===== src/rtl/hrs_regs.svh =====
`ifndef HRS_REGS_SVH
`define HRS_REGS_SVH

// card interface mode codes on mode_sel
`define HRS_MODE_MEM 2'h0
`define HRS_MODE_IO 2'h1
`define HRS_MODE_IDE 2'h2
// data bus width during any transfer
`define HRS_WORD_W 16
// depth of the data-out staging fifo
`define HRS_FIFO_DEPTH 8
// reset value of the data bus register
`define HRS_DATA_RST 16'h0000

`endif


===== src/rtl/hrs_pkg.sv =====
package hrs_pkg;

   // port phase: what the data bus is doing
   typedef enum logic [1:0] {
      PH_IDLE,
      PH_PIO,
      PH_DIN,
      PH_DOUT
   } hrs_phase_t;

   // all state of the port
   typedef struct packed {
      hrs_phase_t phase;
      logic hs_q;
      logic dmarq_q;
      logic [15:0] dd_out_q;
      logic dd_oe_q;
      logic dstrobe_q;
      logic overrun_q;
   } hrs_state_t;

endpackage : hrs_pkg


===== src/rtl/hrs_fifo.sv =====
module hrs_fifo #(
   parameter int W = 16,
   parameter int D = 8
) (
   input wire logic ref_clk,
   input wire logic srst,
   input wire logic in_valid,
   output logic in_ready,
   input wire logic [W-1:0] in_data,
   output logic out_valid,
   input wire logic out_ready,
   output logic [W-1:0] out_data
);

   localparam int AW = $clog2(D);

   // storage, pointers and registered read word
   typedef struct packed {
      logic [D-1:0][W-1:0] mem;
      logic [AW-1:0] wptr;
      logic [AW-1:0] rptr;
      logic [AW:0] count;
      logic ov_q;
      logic [W-1:0] od_q;
   } hrs_fifo_st_t;

   hrs_fifo_st_t s_q, s_d;
   logic push; // word accepted
   logic load; // memory word moved to output register

   // pointer wrap helper
   function automatic logic [AW-1:0] bump(input logic [AW-1:0] p);
      bump = (p == AW'(D - 1)) ? '0 : p + AW'(1);
   endfunction : bump

   ///////////////////////////////////////////////////////////////////////////
   // next state
   always_comb begin
      s_d = s_q;
      in_ready = (s_q.count < (AW + 1)'(D)); // full only when memory full
      push = in_valid && in_ready;
      load = (s_q.count != '0) && (!s_q.ov_q || out_ready);
      if (push) begin
         s_d.mem[s_q.wptr] = in_data;
         s_d.wptr = bump(s_q.wptr);
      end
      // output register drains or refills
      if (load) begin
         s_d.od_q = s_q.mem[s_q.rptr];
         s_d.rptr = bump(s_q.rptr);
         s_d.ov_q = 1'b1;
      end else if (out_ready) begin
         s_d.ov_q = 1'b0;
      end
      s_d.count = s_q.count + (AW + 1)'(push) - (AW + 1)'(load);
   end

   // state register
   always_ff @(posedge ref_clk) begin
      if (srst) begin
         s_q <= '0;
      end else begin
         s_q <= s_d;
      end
   end

   assign out_valid = s_q.ov_q;
   assign out_data = s_q.od_q;

endmodule : hrs_fifo


===== src/rtl/hrs_port.sv =====
`include "hrs_regs.svh"

// Function
// RQ1 - memory mode ignores read strobe completely
// RQ2 - I/O mode read strobe drives read data
// RQ3 - IDE without Ultra DMA: same strobe
// RQ4 - host asserts ready to accept data-in
// RQ5 - latch word on both strobe edges
// RQ6 - strobe pause latches nothing
// RQ7 - ready negated: no new data words
// RQ8 - request held until acknowledge, then reasserted
// RQ9 - host keeps selects negated, 16-bit transfers
module hrs_port (
   input wire logic ref_clk,
   input wire logic srst,
   input wire logic [1:0] mode_sel,
   input wire logic io_if_en,
   input wire logic udma_rd_en,
   input wire logic udma_wr_en,
   input wire logic iord_n,
   input wire logic hdmardy_n,
   input wire logic hstrobe,
   input wire logic dmack_n,
   input wire logic [15:0] dd_in,
   output logic [15:0] dd_out,
   output logic dd_oe,
   output logic dstrobe,
   output logic dmarq,
   output logic overrun,
   input wire logic [15:0] io_rdata,
   input wire logic src_valid,
   output logic src_ready,
   input wire logic [15:0] src_data,
   output logic wr_valid,
   input wire logic wr_ready,
   output logic [15:0] wr_data
);

   hrs_pkg::hrs_state_t s_q, s_d; // whole port state
   logic udma_on; // an Ultra DMA command is active
   logic pio_rd; // legal I/O read strobe this cycle
   logic acked; // host acknowledges DMA
   logic hs_edge; // either edge of the host strobe
   logic push; // data-out word offered to fifo
   logic push_ready; // fifo has room
   logic want; // data side ready to transfer

   ///////////////////////////////////////////////////////////////////////////
   // data-out staging fifo
   hrs_fifo #(
      .W(`HRS_WORD_W),
      .D(`HRS_FIFO_DEPTH)
   ) u_fifo (
      .ref_clk(ref_clk),
      .srst(srst),
      .in_valid(push),
      .in_ready(push_ready),
      .in_data(dd_in),
      .out_valid(wr_valid),
      .out_ready(wr_ready),
      .out_data(wr_data)
   );

   ///////////////////////////////////////////////////////////////////////////
   // combinational decode
   always_comb begin
      udma_on = (mode_sel == `HRS_MODE_IDE) && (udma_rd_en || udma_wr_en);
      acked = !dmack_n;
      // memory mode never qualifies the strobe
      pio_rd = !iord_n && (((mode_sel == `HRS_MODE_IO) && io_if_en) // RQ1 RQ2
         || ((mode_sel == `HRS_MODE_IDE) && !udma_on)); // RQ3
      // any level change of the host strobe is one word
      hs_edge = (hstrobe != s_q.hs_q); // RQ5 RQ6
      push = udma_on && udma_wr_en && acked && hs_edge; // RQ5 RQ9
      // data-in words move only while the host is ready
      src_ready = udma_on && udma_rd_en && !udma_wr_en && acked && !hdmardy_n; // RQ4 RQ7
      // room for a word out, or a word waiting to go in
      want = udma_on && (udma_wr_en ? push_ready : src_valid);
   end

   ///////////////////////////////////////////////////////////////////////////
   // next state
   always_comb begin
      s_d = s_q;
      s_d.hs_q = hstrobe;
      s_d.dd_oe_q = 1'b0;
      // request stays up until acknowledged, rises again if more data
      s_d.dmarq_q = want || (s_q.dmarq_q && dmack_n); // RQ8
      if (push && !push_ready) begin
         // host ignored back-pressure: word lost, sticky
         s_d.overrun_q = 1'b1;
      end
      unique case (s_q.phase)
         hrs_pkg::PH_IDLE: begin
            if (pio_rd) begin
               s_d.phase = hrs_pkg::PH_PIO;
            end else if (udma_on && acked) begin
               s_d.phase = udma_wr_en ? hrs_pkg::PH_DOUT : hrs_pkg::PH_DIN;
            end
         end
         hrs_pkg::PH_PIO: begin
            if (!pio_rd) begin
               s_d.phase = hrs_pkg::PH_IDLE;
            end
         end
         hrs_pkg::PH_DIN, hrs_pkg::PH_DOUT: begin
            if (!udma_on || !acked) begin
               s_d.phase = hrs_pkg::PH_IDLE;
            end
         end
      endcase
      // read data on the bus while the strobe is asserted
      if (pio_rd) begin
         s_d.dd_out_q = io_rdata; // RQ2 RQ3
         s_d.dd_oe_q = 1'b1;
      end else if (udma_on && udma_rd_en && !udma_wr_en && acked) begin
         s_d.dd_oe_q = 1'b1;
         // new word only on a handshake, else hold
         if (src_ready && src_valid) begin
            s_d.dd_out_q = src_data; // RQ7
            s_d.dstrobe_q = !s_q.dstrobe_q;
         end
      end
      // clear the overrun flag whenever no Ultra DMA command is active
      if (!udma_on) begin
         s_d.overrun_q = 1'b0;
      end
   end

   // state register
   always_ff @(posedge ref_clk) begin
      if (srst) begin
         s_q.phase <= hrs_pkg::PH_IDLE;
         s_q.hs_q <= 1'b0;
         s_q.dmarq_q <= 1'b0;
         s_q.dd_out_q <= `HRS_DATA_RST;
         s_q.dd_oe_q <= 1'b0;
         s_q.dstrobe_q <= 1'b0;
         s_q.overrun_q <= 1'b0;
      end else begin
         s_q <= s_d;
      end
   end

   assign dd_out = s_q.dd_out_q;
   assign dd_oe = s_q.dd_oe_q;
   assign dstrobe = s_q.dstrobe_q;
   assign dmarq = s_q.dmarq_q;
   assign overrun = s_q.overrun_q;
endmodule : hrs_port


===== config.mk =====
export PLATFORM = sky130hd
export DESIGN_NAME = hrs_port
export DESIGN_NICKNAME = d
export VERILOG_FILES = /design/src/rtl/hrs_pkg.sv /design/src/rtl/hrs_fifo.sv /design/src/rtl/hrs_port.sv
export VERILOG_INCLUDE_DIRS = /design/src /design/src/rtl
export SDC_FILE = /design/constraint.sdc
export NUM_CORES = 1
export LEC_CHECK = 0
export ABC_AREA = 1
export BUFFER_PORTS_ARGS = -buffer_cell sky130_fd_sc_hd__buf_2
export CORE_MARGIN = 10
export CORE_UTILIZATION = 59
export CTS_CLUSTER_DIAMETER = 60
export CTS_CLUSTER_SIZE = 30
export DETAILED_ROUTE_END_ITERATION = 7
export PLACE_DENSITY = 0.8
export SETUP_SLACK_MARGIN = 0.5
export SYNTH_ARGS = -nofsm -noshare
export SYNTH_HDL_FRONTEND = slang
export SYNTH_SLANG_ARGS = --single-unit

===== constraint.sdc =====
create_clock -name ref_clk -period 3.55 [get_ports ref_clk]
set_clock_uncertainty 0.1 [all_clocks]
set_input_delay 0.1775 -clock ref_clk [delete_from_list [all_inputs] [get_ports ref_clk]]
set_output_delay 0.1775 -clock ref_clk [all_outputs]
set_load 0.1 [all_outputs]

### Word-level counts from Yosys, hierarchy flattened

Cells that the tools add are included.

* register bits: 176
* bits of input ports: 61
* output and inout port bits: 38
* logic and storage cells: 85

* $add $sub $neg: 4
* $lt $le $gt $ge: 4
* eq/ne operators: 5
* muxes and demuxes: 14
* bitwise operators: 2
* reductions and logical operators: 37

Operators with widths (count)
* bitwise mux 128 bit: 1
* binary-select mux 16 bit (select 3 bit): 1
* demux 16 bit (select 3 bit): 1
* two-way mux 16 bit: 3
* logical AND 1 bit: 18
* two-way mux 18 bit: 1
* two-way mux 17 bit: 1
* logical NOT 1 bit: 8
* less-than comparator 3 x 4 -> 1 bit (second input constant): 2
* adder 3 x 1 -> 3 bit (second input constant): 2
* equality test 3 bit (second input constant): 2
* two-way mux 3 bit: 2
* nonzero test 2 bit: 3
* adder 4 x 1 -> 4 bit: 1
* logical OR 1 bit: 4
* less-than comparator 4 bit (second input constant): 1
* two-way mux 1 bit: 4
* nonzero test 4 bit: 1
* subtractor 4 x 1 -> 4 bit: 1
* >= comparator 3 x 1 -> 1 bit (second input constant): 1
* AND reduction 3 bit: 1
* equality test 2 x 1 -> 1 bit (second input constant): 1
* equality test 2 bit (second input constant): 1
* NOT 1 bit: 2
* 3 further kinds: 3

### Longest topological paths before layout

* depth in word-level cells: 10
* mapped depth: 13
* gate-level depth less buffers: 12

### Modules after synthesis

From an unflattened synthesis, not the netlist that was laid out.

* cells, all modules: 1146
* area total of the unflattened synthesis: 8226.6 µm²

By module, submodules not included
* hrs_fifo: times used 1, cells each 964, area an instance 6875.3 µm², sequential area each 3103.0 µm²
* hrs_port: times used 1, cells each 182, area an instance 1351.3 µm², sequential area each 420.4 µm²

### Least setup slack after synthesis

OpenSTA, ideal clock, no wires.

* path kind: register to register
* start: register u_fifo.s_q, in the netlist u_fifo.out_valid
* end: register u_fifo.s_q[19] (netlist name)
* setup time: 0.128 ns
* arrival: 2.867 ns
* required time: 3.322 ns
* slack: 0.456 ns
* stages on the path, launching flop included: 12
* path buffers: 1
* period minus slack after synthesis: 3.094 ns
* path through: dfxtp_1 > inv_1 > o21ai_1 > clkinv_1 > clkbuf_1 > ha_1 > inv_1 > ha_1 > inv_1 > fa_1 > xor2_1 > nor2_1

* cells in the longest elaborated chain, start to end: 4

Ends and longest elaborated chain
* start, declared: RTL line hrs_fifo.sv:27 `hrs_fifo_st_t s_q, s_d;`
* start signal, assigned: RTL line hrs_fifo.sv:61 `s_q <= '0;`
* start signal, assigned: RTL line hrs_fifo.sv:63 `s_q <= s_d;`
* logical NOT 1 bit: RTL line hrs_fifo.sv:42 `load = (s_q.count != '0) && (!s_q.ov_q || out_ready);`
* logical OR 1 bit: RTL line hrs_fifo.sv:42
* logical AND 1 bit: RTL line hrs_fifo.sv:42
* named net u_fifo.load: RTL line hrs_fifo.sv:29 `logic load;`
* subtractor 4 x 1 -> 4 bit: RTL line hrs_fifo.sv:55 `s_d.count = s_q.count + (AW + 1)'(push) - (AW + 1)'(load);`

The timed path passes the listed nets, and every way through them passes these cells.
A chain may end at the register's enable or synchronous reset.

### Worst setup path in the final report

* start: register u_fifo.s_q[20] (netlist name)
* end: register u_fifo.s_q[19] (netlist name)

* cells in the longest elaborated chain, start to end: 4
* elaborated cells on any way between the ends: 6
* those cells by class: add/sub (2); order compare (1); reduce/logical (3)

Ends and longest elaborated chain
* less-than comparator 4 bit: RTL line hrs_fifo.sv:40 `in_ready = (s_q.count < (AW + 1)'(D));`
* logical AND 1 bit: RTL line hrs_fifo.sv:41 `push = in_valid && in_ready;`
* adder 4 x 1 -> 4 bit: RTL line hrs_fifo.sv:55
* subtractor 4 x 1 -> 4 bit (*): RTL line hrs_fifo.sv:55

Every way passes the cells marked *; elsewhere a longest branch is shown, timed or not.

==> reports/qor.yml <==
overflow: 0
crit_buf_inv: 5
reg2reg_depth: 13
final_hold_viol_count: 0
period_needed_ns: 2.71
antenna_left: 0
ys.flop_type: "dfxtp_1"
wl_met3_um: 1620
synth_cell_types: 30
cts_sinks: 176
highest_layer: "met4"
async_flop_share: 0
drt_iter0_drc: 848
worst_pin_slew_ns: 1.04
cts_setup_buffers: 0
synth_top_area_frac: 0.407
yosysSeqAreaShare: 0.407
synth_top_cell_by_area: "dfxtp_1"
cp_common_cell: "ha_1"
clock_latency_ns: 0.43
cap_violations: 0
grt_max_degree: 76
powerDensity_nw_per_um2: 599
syn-num-nets: 1358
syn_inst: 1287
startpoint: "u_fifo.s_q[20]"
cts_resized: 0
r2r_start: "u_fifo.s_q[20]"
firstDrtPassIters: 5
cts_root_buffer: "clkbuf_16"
slowest_delay_ns: 0.37
globalRouteTotalUtil: 0.225
top_level_ports: 99
remaining_drc_errors: 0
dpl_worst_slack_ns: 0.877
synth-seq-cells: 176
wl_met2_um: 11000
arrival_ns: 2.90
min_path_type: "in2reg"
start_util: 0.598
routedWlPerCell_um: 15.1
fp.coreArea_um2: 14500
drive_above_1_share: 0.141
r2r-end: "u_fifo.s_q[19]"
slowest_stage: "fa_1"
synth-edff-count: 0
cts_hold_buf: 20
antenna_found_initial: 0
antenna_cells: 0
nets: 1396
cts_max_level: 4
port_buffers: 98
die_w_um: 141
endpoint: "u_fifo.s_q[19]"
grt_pass1_vias: 7443
holdWs_ns: 0.00393
num_rows: 44
grt_pass1_wl_um: 37000
max-slew-margin-rel: 0.305
slew_violations: 0
fin_setup_tns_ns: 0
viasPerCell: 5.39
dp_hpwl_um: 14000
path_clk_slew_ns: 0.06
setup_viol: 0
fin_ws_ns: 0.841
synth.area.top_cells: "dfxtp_1, nand2_1, a21oi_1"
synth_warnings: 0
critPathRequiredTime_ns: 3.74
fillCellCount: 1264
max_freq_mhz: 369
rrSetupSlack_ns: 0.84
crit_path_cell_trace: "clkinv_1, ha_1, nand3_1, o21ai_2, clkinv_1, buf_4, ha_1, inv_1, ha_1, inv_1, fa_1, xor2_1, nor2_1"
status: "finished, final reports clean"
p_leak_nw: 4.11
wl_um: 23000
irDropWorstVdd_v: 0.000442
critPathMaxFanout: 17
cts_tree: "done"
area_delta_synth_final_pct: 11.1
worstSetupStartpointType: "flip-flop"
num_vias: 8200
die_y_um: 141
worstSetupEndpointType: "flip-flop"
dieArea_um2: 19900
synth_area_um2: 8660
cp_top_family: "adder cells"
fin_crit_sh: 0.763
met1_length_um: 9750
syn_area_per_cell_um2: 6.73
crit_cells: 13
rsz0062_at_grt: "no"
path_class: "reg2reg"
cts_inserted_buffers: 17
clockBufferDepth: 2
gp_congestion: 0.841
-- worst min path at each step --
| stage | from | to | slack, ns | cells after the start |
|---|---|---|---|---|
| after floorplan | hstrobe | s_q[20] | 0.18 | 2 |
| final | src_valid | dstrobe | 0.004 | 3 |
| after global routing | io_rdata[9] | dd_out[9] | 0.01 | 5 |
| after detailed placement | hstrobe | s_q[20] | 0.33 | 3 |
| after global placement | hstrobe | s_q[20] | 0.33 | 3 |
| after CTS | io_rdata[5] | dd_out[5] | 0.0005 | 5 |
-- metal layers --
metal	up-vias	track usage
met4	0	0.0837
li1	4077	-
met2	281	0.372
met1	3788	0.279
met5	-	0
met3	54	0.0521
-- cells in the mapped netlist (2+ instances only) --
library cell  instances
buf_4                43
dfxtp_1             176
nor2_4                3
o21ai_0              40
clkbuf_1             49
buf_1                 7
ha_1                  9
nand2_1             470
clkinv_1              4
inv_1                91
buf_12                2
nor2_1               83
clkbuf_2              4
buf_2                11
nand2_2              12
nand4_1               6
a21oi_1             128
nand3_1             120
buf_8                 4
a21oi_2              11
nor2_8                5
-- power breakdown --
group          switching (mW)  internal (mW)
registers              0.0509           2.08
clock network           0.790           1.06
logic                    1.38          0.396
-- kinds of logic (layout without fill, tap and decap cells) --
group	Yosys count	after routing	share of synthesized area
xor gates and xnor gates	2	2	0.00289
buffers and inverters	216	266	0.123
adders and majority gates	10	10	0.0153
DFF	176	176	0.407
and+or+nand+nor	703	703	0.343
AOI/OAI and AO/OA	180	180	0.109
-- through the flow --
step | area [um2] | instances | total power, mW | utilization
floorplan | 8660 | 1287 | 3.57 | -
global placement | 8840 | 1470 | 3.89 | 0.610
detailed placement | 8840 | 1470 | 3.91 | 0.610
CTS | 9620 | 1521 | 5.77 | 0.664
global route | 9620 | 1521 | 6.02 | 0.664
finish | 9620 | 1521 | 5.76 | 0.664
-- worst min-delay path: cells and delay by family --
family,cells,cell delay [ns]
AND/OR/NAND/NOR,1,0.10
AO/OA/AOI/OAI,1,0.08
buffers and inverters,1,0.13
-- final cells by class --
cell class                      count  area, um2  share of cell area
Clock buffer                       19        443              0.0461
Clock inverter                     12        136              0.0142
Inverter                           96        360              0.0375
Tap cell                          184        230              0.0239
Timing Repair Buffer              139        851              0.0885
Multi-Input combinational cell    895       4070               0.423
Sequential cell                   176       3530               0.367
-- state kept, by name, summed over array words and instances, names as in the netlist --
signal	count
u_fifo.s_q	138
dd_oe	1
s_q	1
overrun	1
dmarq	1
dd_out	16
dstrobe	1
u_fifo.out_data	16
u_fifo.out_valid	1
-- cells in the final DEF (no fill, tap or decap), drive strengths merged, types with 7 or more instances in the layout --
master | Yosys | routed
a21oi | 139 | 139
buf | 67 | 119
clkbuf | 53 | 19
clkinv | 4 | 10
dfxtp | 176 | 176
dlygate4sd3 | 0 | 20
ha | 9 | 9
inv | 92 | 93
nand2 | 482 | 482
nand3 | 121 | 121
nand4 | 7 | 7
nor2 | 92 | 92
o21ai | 41 | 41
Power figures use the tool's default switching activity.
